## config.mk

```make
export PLATFORM = sky130hd
export DESIGN_NAME = dual_timer
export DESIGN_NICKNAME = d
export VERILOG_FILES = /design/src/hdl/dtc_pkg.sv /design/src/hdl/dual_timer.sv /design/src/hdl/pin_sync.sv
export VERILOG_INCLUDE_DIRS = /design/src /design/src/hdl
export SDC_FILE = /design/constraint.sdc
export NUM_CORES = 1
export LEC_CHECK = 0
export ABC_AREA = 1
export BUFFER_PORTS_ARGS = -buffer_cell sky130_fd_sc_hd__buf_2
export CORE_MARGIN = 2
export CORE_UTILIZATION = 28
export DETAILED_ROUTE_END_ITERATION = 6
export PLACE_DENSITY_LB_ADDON = 0.2
export SLEW_MARGIN = 5
export SYNTH_ARGS = -nofsm -noshare
export SYNTH_HDL_FRONTEND = slang
export SYNTH_SLANG_ARGS = --single-unit
```

## constraint.sdc

```tcl
create_clock -name CLK_SYS -period 9 [get_ports CLK_SYS]
set_input_delay 1.8 -clock CLK_SYS [delete_from_list [all_inputs] [get_ports CLK_SYS]]
set_output_delay 1.8 -clock CLK_SYS [all_outputs]
set_load 0.02 [all_outputs]
```

## src/hdl/dtc_params.svh

```systemverilog
// Register offsets, field positions, reset values and prescaler taps of the dual timer.
`ifndef DTC_PARAMS_SVH
`define DTC_PARAMS_SVH
// ------------------------------------------------------------
// Register offsets
// ------------------------------------------------------------
`define A_MODE_ADR 4'h0
`define A_DATA_ADR 4'h1
`define B_MODE_ADR 4'h2
`define B_DATA_ADR 4'h3
`define PER_LO_ADR 4'h4
`define DUTY_LO_ADR 4'h5
`define HIGH_ADR 4'h6
`define PORTB_ADR 4'h7
`define PORTA_ADR 4'h8
`define EDGE_ADR 4'h9
`define STAT_ADR 4'hA
// ------------------------------------------------------------
// Field positions
// ------------------------------------------------------------
`define A_CS_MSB 2
`define A_CS_LSB 0
`define A_CAP_BIT 3
`define B_CS_MSB 1
`define B_CS_LSB 0
`define B_CAP_BIT 2
`define CHAIN_BIT 3
`define PWM_ENABLE_BIT 4
`define POL_BIT 5
`define PB_INTA_BIT 2
`define PB_INTB_BIT 3
`define PB_WAVE_BIT 4
`define PA_EVENT_BIT 0
`define FL_TA_BIT 0
`define FL_TB_BIT 1
`define FL_XA_BIT 2
`define FL_XB_BIT 3
`define EDGE_A_MSB 1
`define EDGE_A_LSB 0
`define EDGE_B_MSB 3
`define EDGE_B_LSB 2
`define EDGE_FALL_BIT 0
`define EDGE_RISE_BIT 1
`define HI_PER_MSB 3
`define HI_PER_LSB 2
`define HI_DUTY_MSB 1
`define HI_DUTY_LSB 0
// ------------------------------------------------------------
// Codes and reset values
// ------------------------------------------------------------
`define A_EVENT_SEL 3'h7
`define B_CHAIN_SEL 2'h3
`define ZERO8 8'h00
`define ZERO10 10'h000
`define ZERO11 11'h000
`define ZERO16 16'h0000
`define MATCH_RST 8'hFF
`define ONE8 8'h01
`define ONE10 10'h001
`define ONE11 11'h001
`define ONE16 16'h0001
`define SH0 4'h0
`define SH1 4'h1
`define SH2 4'h2
`define SH3 4'h3
`define SH5 4'h5
`define SH7 4'h7
`define SH9 4'h9
`define SH11 4'hB
`endif

```

## src/hdl/dtc_pkg.sv

```systemverilog
// Types shared by the dual timer modules.
package dtc_pkg;
  typedef logic [7:0] byte_t;
  typedef logic [3:0] addr_t;
  typedef enum logic [6:0] {
    MODE_TIMER8 = 7'b000_0001,
    MODE_BCAP8 = 7'b000_0010,
    MODE_ACAP8 = 7'b000_0100,
    MODE_PWM = 7'b000_1000,
    MODE_TIMER16 = 7'b001_0000,
    MODE_CAP16 = 7'b010_0000,
    MODE_CMP16 = 7'b100_0000
  } mode_t;
endpackage

```

## src/hdl/dual_timer.sv

```systemverilog
// Two 8-bit timer/counters, chainable to 16 bits, with capture, compare and 10-bit PWM.
// Contract
// - Timer A divides by 2..2048 via three bits; timer B by 1, 2, 8.
// - Timer A select 111 counts rising edges of the event pin; timer B never.
// - 8-bit counters run from zero to match, then wrap; A match sets A flag.
// - Data address reads the running count and writes the match value.
// - Mode comes from chain, captures, PWM enable, timer B select and pin select; seven modes.
// - Chained counter runs to combined match then zero; only A flag rises.
// - Compare output toggles the wave pin on every timer B match and every chained match, not on 8-bit timer A matches.
// - Each timer's capture is enabled by its own mode register bit; in 8-bit modes PWM blocks both and A's bit blocks B's.
// - Capture mode keeps counting and still raises the match flag.
// - Trigger edge copies count to capture register, clears and restarts the counter.
// - Trigger edge is falling, rising or both; each one sets an external flag.
// - In capture mode the data address reads the capture register.
// - Chained capture works on the full 16-bit count and capture value.
// - PWM period and duty are ten bits, high bits from the high register.
// - New duty moves to the active stage only at the period match.
// - Polarity bit sets the active level; duty at period or zero is constant.
//
// Design decisions made here: the address-and-strobe port and the register addresses.
`timescale 1ns/1ns
`include "dtc_params.svh"
module dual_timer (
  input wire logic CLK_SYS,
  input wire logic RESET,
  input wire dtc_pkg::addr_t ADDR,
  input wire dtc_pkg::byte_t WDATA,
  input wire logic WR,
  input wire logic RD,
  output dtc_pkg::byte_t RDATA,
  input wire logic EVENT_CLOCK_PIN,
  input wire logic CAPTURE_TRIGGER_PIN_A,
  input wire logic CAPTURE_TRIGGER_PIN_B,
  output logic TIMER_A_FLAG,
  output logic TIMER_B_FLAG,
  output logic EXT_A_FLAG,
  output logic EXT_B_FLAG,
  output logic COMPARE_WAVE_PIN,
  output logic COMPARE_WAVE_OE_N
);
  import dtc_pkg::*;

  // ------------------------------------------------------------
  // Helper functions
  // ------------------------------------------------------------
  // A prescaler tap of ratio 2**k fires when the low k bits are all ones.
  function automatic logic div_tick(input logic [10:0] p, input logic [3:0] k);
    logic [10:0] m;
    m = 11'((12'h001 << k) - 12'h001);
    return (p & m) == m;
  endfunction

  function automatic logic [3:0] a_shift(input logic [2:0] sel);
    case (sel)
      3'h0: a_shift = `SH1;
      3'h1: a_shift = `SH2;
      3'h2: a_shift = `SH3;
      3'h3: a_shift = `SH5;
      3'h4: a_shift = `SH7;
      3'h5: a_shift = `SH9;
      default: a_shift = `SH11;
    endcase
  endfunction

  function automatic logic [3:0] b_shift(input logic [1:0] sel);
    case (sel)
      2'h0: b_shift = `SH0;
      2'h1: b_shift = `SH1;
      default: b_shift = `SH3;
    endcase
  endfunction

  function automatic logic edge_hit(input logic [1:0] sel, input logic r, input logic f);
    return (sel[`EDGE_RISE_BIT] & r) | (sel[`EDGE_FALL_BIT] & f);
  endfunction

  function automatic mode_t decode_mode(input byte_t am, input byte_t bm, input byte_t pb);
    logic chain;
    chain = bm[`CHAIN_BIT] && bm[`B_CS_MSB:`B_CS_LSB] == `B_CHAIN_SEL;
    if (chain) begin
      if (am[`A_CAP_BIT])
        decode_mode = MODE_CAP16;
      else if (pb[`PB_WAVE_BIT])
        decode_mode = MODE_CMP16;
      else
        decode_mode = MODE_TIMER16;
    end else if (bm[`PWM_ENABLE_BIT]) begin
      decode_mode = MODE_PWM;
    end else if (am[`A_CAP_BIT]) begin
      decode_mode = MODE_ACAP8;
    end else if (bm[`B_CAP_BIT]) begin
      decode_mode = MODE_BCAP8;
    end else begin
      decode_mode = MODE_TIMER8;
    end
  endfunction

  // ------------------------------------------------------------
  // Pin synchronisers
  // ------------------------------------------------------------
  logic ev_rise, ta_rise, ta_fall, tb_rise, tb_fall;
  pin_sync u_ev (.clk(CLK_SYS), .rst(RESET), .pin(EVENT_CLOCK_PIN), .rise(ev_rise), .fall());
  pin_sync u_ta (.clk(CLK_SYS), .rst(RESET), .pin(CAPTURE_TRIGGER_PIN_A), .rise(ta_rise), .fall(ta_fall));
  pin_sync u_tb (.clk(CLK_SYS), .rst(RESET), .pin(CAPTURE_TRIGGER_PIN_B), .rise(tb_rise), .fall(tb_fall));

  // ------------------------------------------------------------
  // Register file
  // ------------------------------------------------------------
  byte_t amode_q, amode_d, bmode_q, bmode_d, mat_a_q, mat_a_d, mat_b_q, mat_b_d;
  byte_t per_lo_q, per_lo_d, duty_lo_q, duty_lo_d, high_q, high_d;
  byte_t portb_q, portb_d, porta_q, porta_d, edge_q, edge_d, rdata_q, rdata_d;
  byte_t flags_q, flags_d, cnt_a_q, cnt_a_d, cnt_b_q, cnt_b_d, cap_a_q, cap_a_d, cap_b_q, cap_b_d;
  logic [10:0] pre_q, pre_d;
  logic [9:0] pc_q, pc_d, duty_act_q, duty_act_d;
  logic tog_q, tog_d, pin_q, pin_d, oe_n_q, oe_n_d;
  mode_t mode;
  logic chain_on, cap_a_on, cap_b_on, pwm_on, a_inc, b_inc, trig_a, trig_b;
  logic [15:0] cnt16, mat16;
  logic [9:0] period, duty_hold;

  assign mode = decode_mode(amode_q, bmode_q, portb_q);
  assign chain_on = mode == MODE_TIMER16 || mode == MODE_CAP16 || mode == MODE_CMP16;
  assign cap_a_on = mode == MODE_ACAP8 || mode == MODE_CAP16;
  assign cap_b_on = mode == MODE_BCAP8;
  assign pwm_on = mode == MODE_PWM;
  assign cnt16 = {cnt_b_q, cnt_a_q};
  assign mat16 = {mat_b_q, mat_a_q};
  assign period = {high_q[`HI_PER_MSB:`HI_PER_LSB], per_lo_q};
  assign duty_hold = {high_q[`HI_DUTY_MSB:`HI_DUTY_LSB], duty_lo_q};

  // Event counting is allowed only while the pin's direction bit says input.
  assign a_inc = (amode_q[`A_CS_MSB:`A_CS_LSB] == `A_EVENT_SEL)
    ? (ev_rise & ~porta_q[`PA_EVENT_BIT])
    : div_tick(pre_q, a_shift(amode_q[`A_CS_MSB:`A_CS_LSB]));
  assign b_inc = (bmode_q[`B_CS_MSB:`B_CS_LSB] != `B_CHAIN_SEL)
    && div_tick(pre_q, b_shift(bmode_q[`B_CS_MSB:`B_CS_LSB]));
  assign trig_a = portb_q[`PB_INTA_BIT] && edge_hit(edge_q[`EDGE_A_MSB:`EDGE_A_LSB], ta_rise, ta_fall);
  assign trig_b = portb_q[`PB_INTB_BIT] && edge_hit(edge_q[`EDGE_B_MSB:`EDGE_B_LSB], tb_rise, tb_fall);

  always_comb begin
    amode_d = amode_q;
    bmode_d = bmode_q;
    mat_a_d = mat_a_q;
    mat_b_d = mat_b_q;
    per_lo_d = per_lo_q;
    duty_lo_d = duty_lo_q;
    high_d = high_q;
    portb_d = portb_q;
    porta_d = porta_q;
    edge_d = edge_q;
    rdata_d = `ZERO8;
    if (WR) begin
      case (ADDR)
        `A_MODE_ADR: amode_d = WDATA;
        `A_DATA_ADR: mat_a_d = WDATA;
        `B_MODE_ADR: bmode_d = WDATA;
        `B_DATA_ADR: mat_b_d = WDATA;
        `PER_LO_ADR: per_lo_d = WDATA;
        `DUTY_LO_ADR: duty_lo_d = WDATA;
        `HIGH_ADR: high_d = WDATA;
        `PORTB_ADR: portb_d = WDATA;
        `PORTA_ADR: porta_d = WDATA;
        `EDGE_ADR: edge_d = WDATA;
        default: ;
      endcase
    end
    if (RD) begin
      case (ADDR)
        `A_MODE_ADR: rdata_d = amode_q;
        `A_DATA_ADR: rdata_d = cap_a_on ? cap_a_q : cnt_a_q;
        `B_MODE_ADR: rdata_d = bmode_q;
        `B_DATA_ADR: rdata_d = (cap_b_on || mode == MODE_CAP16) ? cap_b_q : cnt_b_q;
        `PER_LO_ADR: rdata_d = per_lo_q;
        `DUTY_LO_ADR: rdata_d = duty_lo_q;
        `HIGH_ADR: rdata_d = high_q;
        `PORTB_ADR: rdata_d = portb_q;
        `PORTA_ADR: rdata_d = porta_q;
        `EDGE_ADR: rdata_d = edge_q;
        `STAT_ADR: rdata_d = flags_q;
        default: rdata_d = `ZERO8;
      endcase
    end
  end

  always_ff @(posedge CLK_SYS or posedge RESET) begin
    if (RESET) begin
      amode_q <= `ZERO8;
      bmode_q <= `ZERO8;
      mat_a_q <= `MATCH_RST;
      mat_b_q <= `MATCH_RST;
      per_lo_q <= `ZERO8;
      duty_lo_q <= `ZERO8;
      high_q <= `ZERO8;
      portb_q <= `ZERO8;
      porta_q <= `ZERO8;
      edge_q <= `ZERO8;
      rdata_q <= `ZERO8;
    end else begin
      amode_q <= amode_d;
      bmode_q <= bmode_d;
      mat_a_q <= mat_a_d;
      mat_b_q <= mat_b_d;
      per_lo_q <= per_lo_d;
      duty_lo_q <= duty_lo_d;
      high_q <= high_d;
      portb_q <= portb_d;
      porta_q <= porta_d;
      edge_q <= edge_d;
      rdata_q <= rdata_d;
    end
  end

  // ------------------------------------------------------------
  // Counters, capture, flags and waveform
  // ------------------------------------------------------------
  // A capture edge wins over a count step in the same cycle, so the restart is exact.
  always_comb begin
    byte_t set;
    byte_t clr;
    set = `ZERO8;
    clr = (WR && ADDR == `STAT_ADR) ? WDATA : `ZERO8;
    pre_d = pre_q + `ONE11;
    cnt_a_d = cnt_a_q;
    cnt_b_d = cnt_b_q;
    cap_a_d = cap_a_q;
    cap_b_d = cap_b_q;
    pc_d = pc_q;
    duty_act_d = duty_act_q;
    tog_d = tog_q;
    set[`FL_XA_BIT] = trig_a;
    set[`FL_XB_BIT] = trig_b;
    if (chain_on) begin
      if (cap_a_on && trig_a) begin
        {cap_b_d, cap_a_d} = cnt16;
        {cnt_b_d, cnt_a_d} = `ZERO16;
      end else if (a_inc) begin
        if (cnt16 == mat16) begin
          {cnt_b_d, cnt_a_d} = `ZERO16;
          set[`FL_TA_BIT] = 1'b1;
          tog_d = ~tog_q;
        end else begin
          {cnt_b_d, cnt_a_d} = cnt16 + `ONE16;
        end
      end
    end else begin
      if (cap_a_on && trig_a) begin
        cap_a_d = cnt_a_q;
        cnt_a_d = `ZERO8;
      end else if (a_inc) begin
        if (cnt_a_q == mat_a_q) begin
          cnt_a_d = `ZERO8;
          set[`FL_TA_BIT] = 1'b1;
        end else begin
          cnt_a_d = cnt_a_q + `ONE8;
        end
      end
      if (pwm_on) begin
        if (b_inc) begin
          if (pc_q >= period) begin
            pc_d = `ZERO10;
            duty_act_d = duty_hold;
          end else begin
            pc_d = pc_q + `ONE10;
          end
        end
      end else if (cap_b_on && trig_b) begin
        cap_b_d = cnt_b_q;
        cnt_b_d = `ZERO8;
      end else if (b_inc) begin
        if (cnt_b_q == mat_b_q) begin
          cnt_b_d = `ZERO8;
          set[`FL_TB_BIT] = 1'b1;
          tog_d = ~tog_q;
        end else begin
          cnt_b_d = cnt_b_q + `ONE8;
        end
      end
    end
    flags_d = (flags_q & ~clr) | set;
  end

  always_comb begin
    logic act;
    act = (pc_q < duty_act_q) || (duty_act_q == period);
    oe_n_d = ~portb_q[`PB_WAVE_BIT];
    if (pwm_on)
      pin_d = act ? bmode_q[`POL_BIT] : ~bmode_q[`POL_BIT];
    else
      pin_d = tog_q;
  end

  always_ff @(posedge CLK_SYS or posedge RESET) begin
    if (RESET) begin
      pre_q <= `ZERO11;
      cnt_a_q <= `ZERO8;
      cnt_b_q <= `ZERO8;
      cap_a_q <= `ZERO8;
      cap_b_q <= `ZERO8;
      pc_q <= `ZERO10;
      duty_act_q <= `ZERO10;
      tog_q <= 1'b0;
      flags_q <= `ZERO8;
      pin_q <= 1'b0;
      oe_n_q <= 1'b1;
    end else begin
      pre_q <= pre_d;
      cnt_a_q <= cnt_a_d;
      cnt_b_q <= cnt_b_d;
      cap_a_q <= cap_a_d;
      cap_b_q <= cap_b_d;
      pc_q <= pc_d;
      duty_act_q <= duty_act_d;
      tog_q <= tog_d;
      flags_q <= flags_d;
      pin_q <= pin_d;
      oe_n_q <= oe_n_d;
    end
  end

  assign RDATA = rdata_q;
  assign TIMER_A_FLAG = flags_q[`FL_TA_BIT];
  assign TIMER_B_FLAG = flags_q[`FL_TB_BIT];
  assign EXT_A_FLAG = flags_q[`FL_XA_BIT];
  assign EXT_B_FLAG = flags_q[`FL_XB_BIT];
  assign COMPARE_WAVE_PIN = pin_q;
  assign COMPARE_WAVE_OE_N = oe_n_q;
endmodule

```

## src/hdl/pin_sync.sv

```systemverilog
// Three-stage pin synchroniser with edge pulses.
`timescale 1ns/1ns
module pin_sync (
  input wire logic clk,
  input wire logic rst,
  input wire logic pin,
  output logic rise,
  output logic fall
);
  logic s1_q, s2_q, s3_q, lvl_q, rise_q, fall_q;
  logic lvl_d, rise_d, fall_d;
  // A change is taken only once the second and third stages agree.
  always_comb begin
    lvl_d = lvl_q;
    rise_d = 1'b0;
    fall_d = 1'b0;
    if (s2_q == s3_q && s3_q != lvl_q) begin
      lvl_d = s3_q;
      rise_d = s3_q;
      fall_d = ~s3_q;
    end
  end
  always_ff @(posedge clk or posedge rst) begin
    if (rst) begin
      s1_q <= 1'b0;
      s2_q <= 1'b0;
      s3_q <= 1'b0;
      lvl_q <= 1'b0;
      rise_q <= 1'b0;
      fall_q <= 1'b0;
    end else begin
      s1_q <= pin;
      s2_q <= s1_q;
      s3_q <= s2_q;
      lvl_q <= lvl_d;
      rise_q <= rise_d;
      fall_q <= fall_d;
    end
  end
  assign rise = rise_q;
  assign fall = fall_q;
endmodule

```

==> run metrics <==
initial core utilization approximately 28%; critical path arrival around 3.6 ns; Synth area leaders dfrtp_1 (44%), nand2_1 (11%), o21ai_0 (8.0%); final hold vios 0; Layout area overhead 13.1%; cell area after synthesis 0.00914 sq mm; first-pass GRT wire length approximately 41000 microns; largest net degree at the start of global routing around 130; CP top delay family simple AND/OR/NAND/NOR gates; Die W between 150 and 200 microns; Hold-fix buffers, CTS 0; Setup crit end kind register; setup TNS 0 ns; PD cells between 200 and 250 mW/mm^2; setup ws final between 5 and 6 ns; GRT Total Usage approximately 16%; RSZ-0062 raised after global routing no; Clk pin slew, worst setup/hold paths 0.07 ns; status finished clean; routed vias/inst roughly 4.6; CP most frequent cell nor2_1; Synthesis Warnings 0; CP bufs+invs 2; io pins 33; std cell rows 66; final cycle utilization of the critical path 36.2%; Die Ht 185 microns; clock root cell clkbuf_16; Die ar. 0.0341 sq mm; setup violators final 0; worst hold slack about 0.35 ns; fin crit period approximately 3.3 ns; commonest non-fill, non-tap cell in the layout nand2_1; post-place setup slack 5.33 ns; ANT cells 0; Max Transition Viols Final 0; Compound-Gate Fraction of Synth Area 14.5%; Leak Pwr around 4.8 nW; simple-gate portion of the synthesized area between 20% and 30%; critical path, cell by cell buf_2 > nor2_1 > inv_1 > nor2_1 > nand2_1 > o21ai_0; Longest Clk Path Bufs 2; Max-Slew Margin vs Limit roughly two fifths; antenna viol nets, final 0; fill cell count between 3000 and 4000; # clock sinks 179; maximum vdd drop approximately 0.11 mV; syn_nets about 1100; worst skew pair latency about 0.43 ns; max-cap violations 0; vias in the first global route between 7000 and 8000; max reg flops 11; antenna violations before repair 1; fmax slightly above 300 MHz; Clock Skews slightly above 0.01 ns; Mapped Cells roughly 1100; syn avg cell area between 8 and 9 sq um; largest registers pre_q: 11 flops, duty_act_q: 10 flops, pc_q: 10 flops; CTS tree built; Max H-tree Level 4; fraction of synthesized area in multiplexers 0%; remaining global-route overflow 0; DR vias slightly above 7000; nets 1151; critical path type in2reg; gp weighted congestion about 0.85; CP max stage cell nor2_1; total power ~2.5 mW; core area between 0.03 and 0.04 sq mm; Num CTS Buffers 17; Most flops, register pre_q; Yosys top cell by area dfrtp_1; largest family of logic cells by synthesized area simple AND/OR/NAND/NOR gates; Sequential Area approximately 0.0045 sq mm; Async SR Flop Fraction between 90% and 100%; WP data required ~9.3 ns; crit path launch type input pin; DRC viols 0; Yosys cell types 50; sequential area share after synthesis between 40% and 50%; ys flop type dfrtp_1; DRT Wirelength about 26000 microns; multi-input logic area 0.00406 sq mm; DR iter-0 viols 466; post-synth top area share ~44%; I/O Buffers 32; synthesized flop and latch total between 150 and 200; adder-cell area share of the yosys netlist ~3.7%; xor-xnor portion of the synthesized cell area under 10%; post-CTS setup buffer count 0; Core Util, Final approximately a third; layout cells sized above 1 a little under an eighth; Worst Path Max Fanout 16; number of synthesized flops with an enable pin 0; Worst Hold Class reg2reg; most frequent cells in the layout nand2_1 (259), dfrtp_1 (162), o21ai_0 (147), inv_1 (114), nor2_1 (78); Resize count post-CTS 0; worst slew pin tran 0.910 ns; CP max stage delay ~0.61 ns; drt wl/cell 16.5 microns; DP HPWL 18800 microns; Pre-antenna DRT Iters 5
Yosys cell counts (3+ instances only):
library cell	n
nand2_1	259
dfrtp_1	162
o21ai_0	147
inv_1	115
nor2_1	78
xor2_1	36
nand3_1	35
a21oi_1	33
ha_1	27
nand4_1	18
dfstp_2	17
clkbuf_1	16
a221oi_1	15
nor3_1	15
buf_2	11
nor2_2	8
xnor2_1	8
o21ai_2	7
inv_2	5
nand2_2	5
nand3_2	5
o211ai_1	5
a22o_1	4
a31oi_1	4
and3_1	4
nand2_4	4
nand3b_1	4
nor2_4	3
nor3b_1	3
o21bai_1	3
cell families (layout without fill, tap and decap cells):
kind of cell	count (synthesis)	in the layout
compound gates	233	233
buf+inv	151	186
simple gates	449	449
xor+xnor	44	44
flops	179	179
fa+ha+maj	27	27
worst paths after layout:
kind / startpoint / endpoint / slack, ns / cells past startpoint
min reg2reg: u_tb.s1_q$_DFF_PP0_ / u_tb.s2_q$_DFF_PP0_ / 0.35 / 0
min in group asynchronous: RESET / u_ev.s1_q$_DFF_PP0_ / 1.54 / 2
min: u_tb.s1_q$_DFF_PP0_ / u_tb.s2_q$_DFF_PP0_ / 0.35 / 0
max in group asynchronous: RESET / cap_a_q[7]$_DFFE_PP0P_ / 6.16 / 3
max reg2reg: amode_q[2]$_DFFE_PP0P_ / cnt_b_q[3]$_DFFE_PP0P_ / 5.80 / 21
max: ADDR[2] / mat_b_q[2]$_DFFE_PP1P_ / 5.74 / 6
metal layers:
| layer | up-vias | GRT usage [%] | wire length, microns |
|---|---|---|---|
| met5 | - | 0 | 0 |
| met2 | 137 | 26.3 | 12000 |
| met1 | 3439 | 22.2 | 12600 |
| met3 | 20 | 2.53 | 809 |
| met4 | 0 | 3.90 | 391 |
| li1 | 3620 | - | - |
cell type report:
class	count	area share [%]
clock buffer	18	4.15
clock inverter	14	1.60
sequential	179	43.5
inverter	121	4.47
timing repair buffer	33	1.62
multi-input combinational	753	39.3
tap	442	5.35
metrics by stage:
step / area (sq um) / cells
4_1_cts: 10300 / 1560
5_1_grt: 10300 / 1560
2_1_floorplan: 9140 / 1083
6_report: 10300 / 1560
3_3_place_gp: 9740 / 1528
3_5_place_dp: 9740 / 1528
worst reg2reg max path: cells and delay by family, from the launching register on:
family	cells	cell delay [ns]
buffers and inverters	3	0.24
and+or+nand+nor	16	1.74
adders and majority gates	2	0.59
DFF	1	0.53
report_power, final:
group          internal (mW)  leakage (nW)  total (mW)  switching [mW]
Clock                  0.419         0.291       0.770           0.351
Sequential             0.962          2.27        1.12           0.160
Combinational          0.219          2.22       0.587           0.368
Total                   1.60          4.78        2.48           0.879
Power figures use the tool's default switching activity.
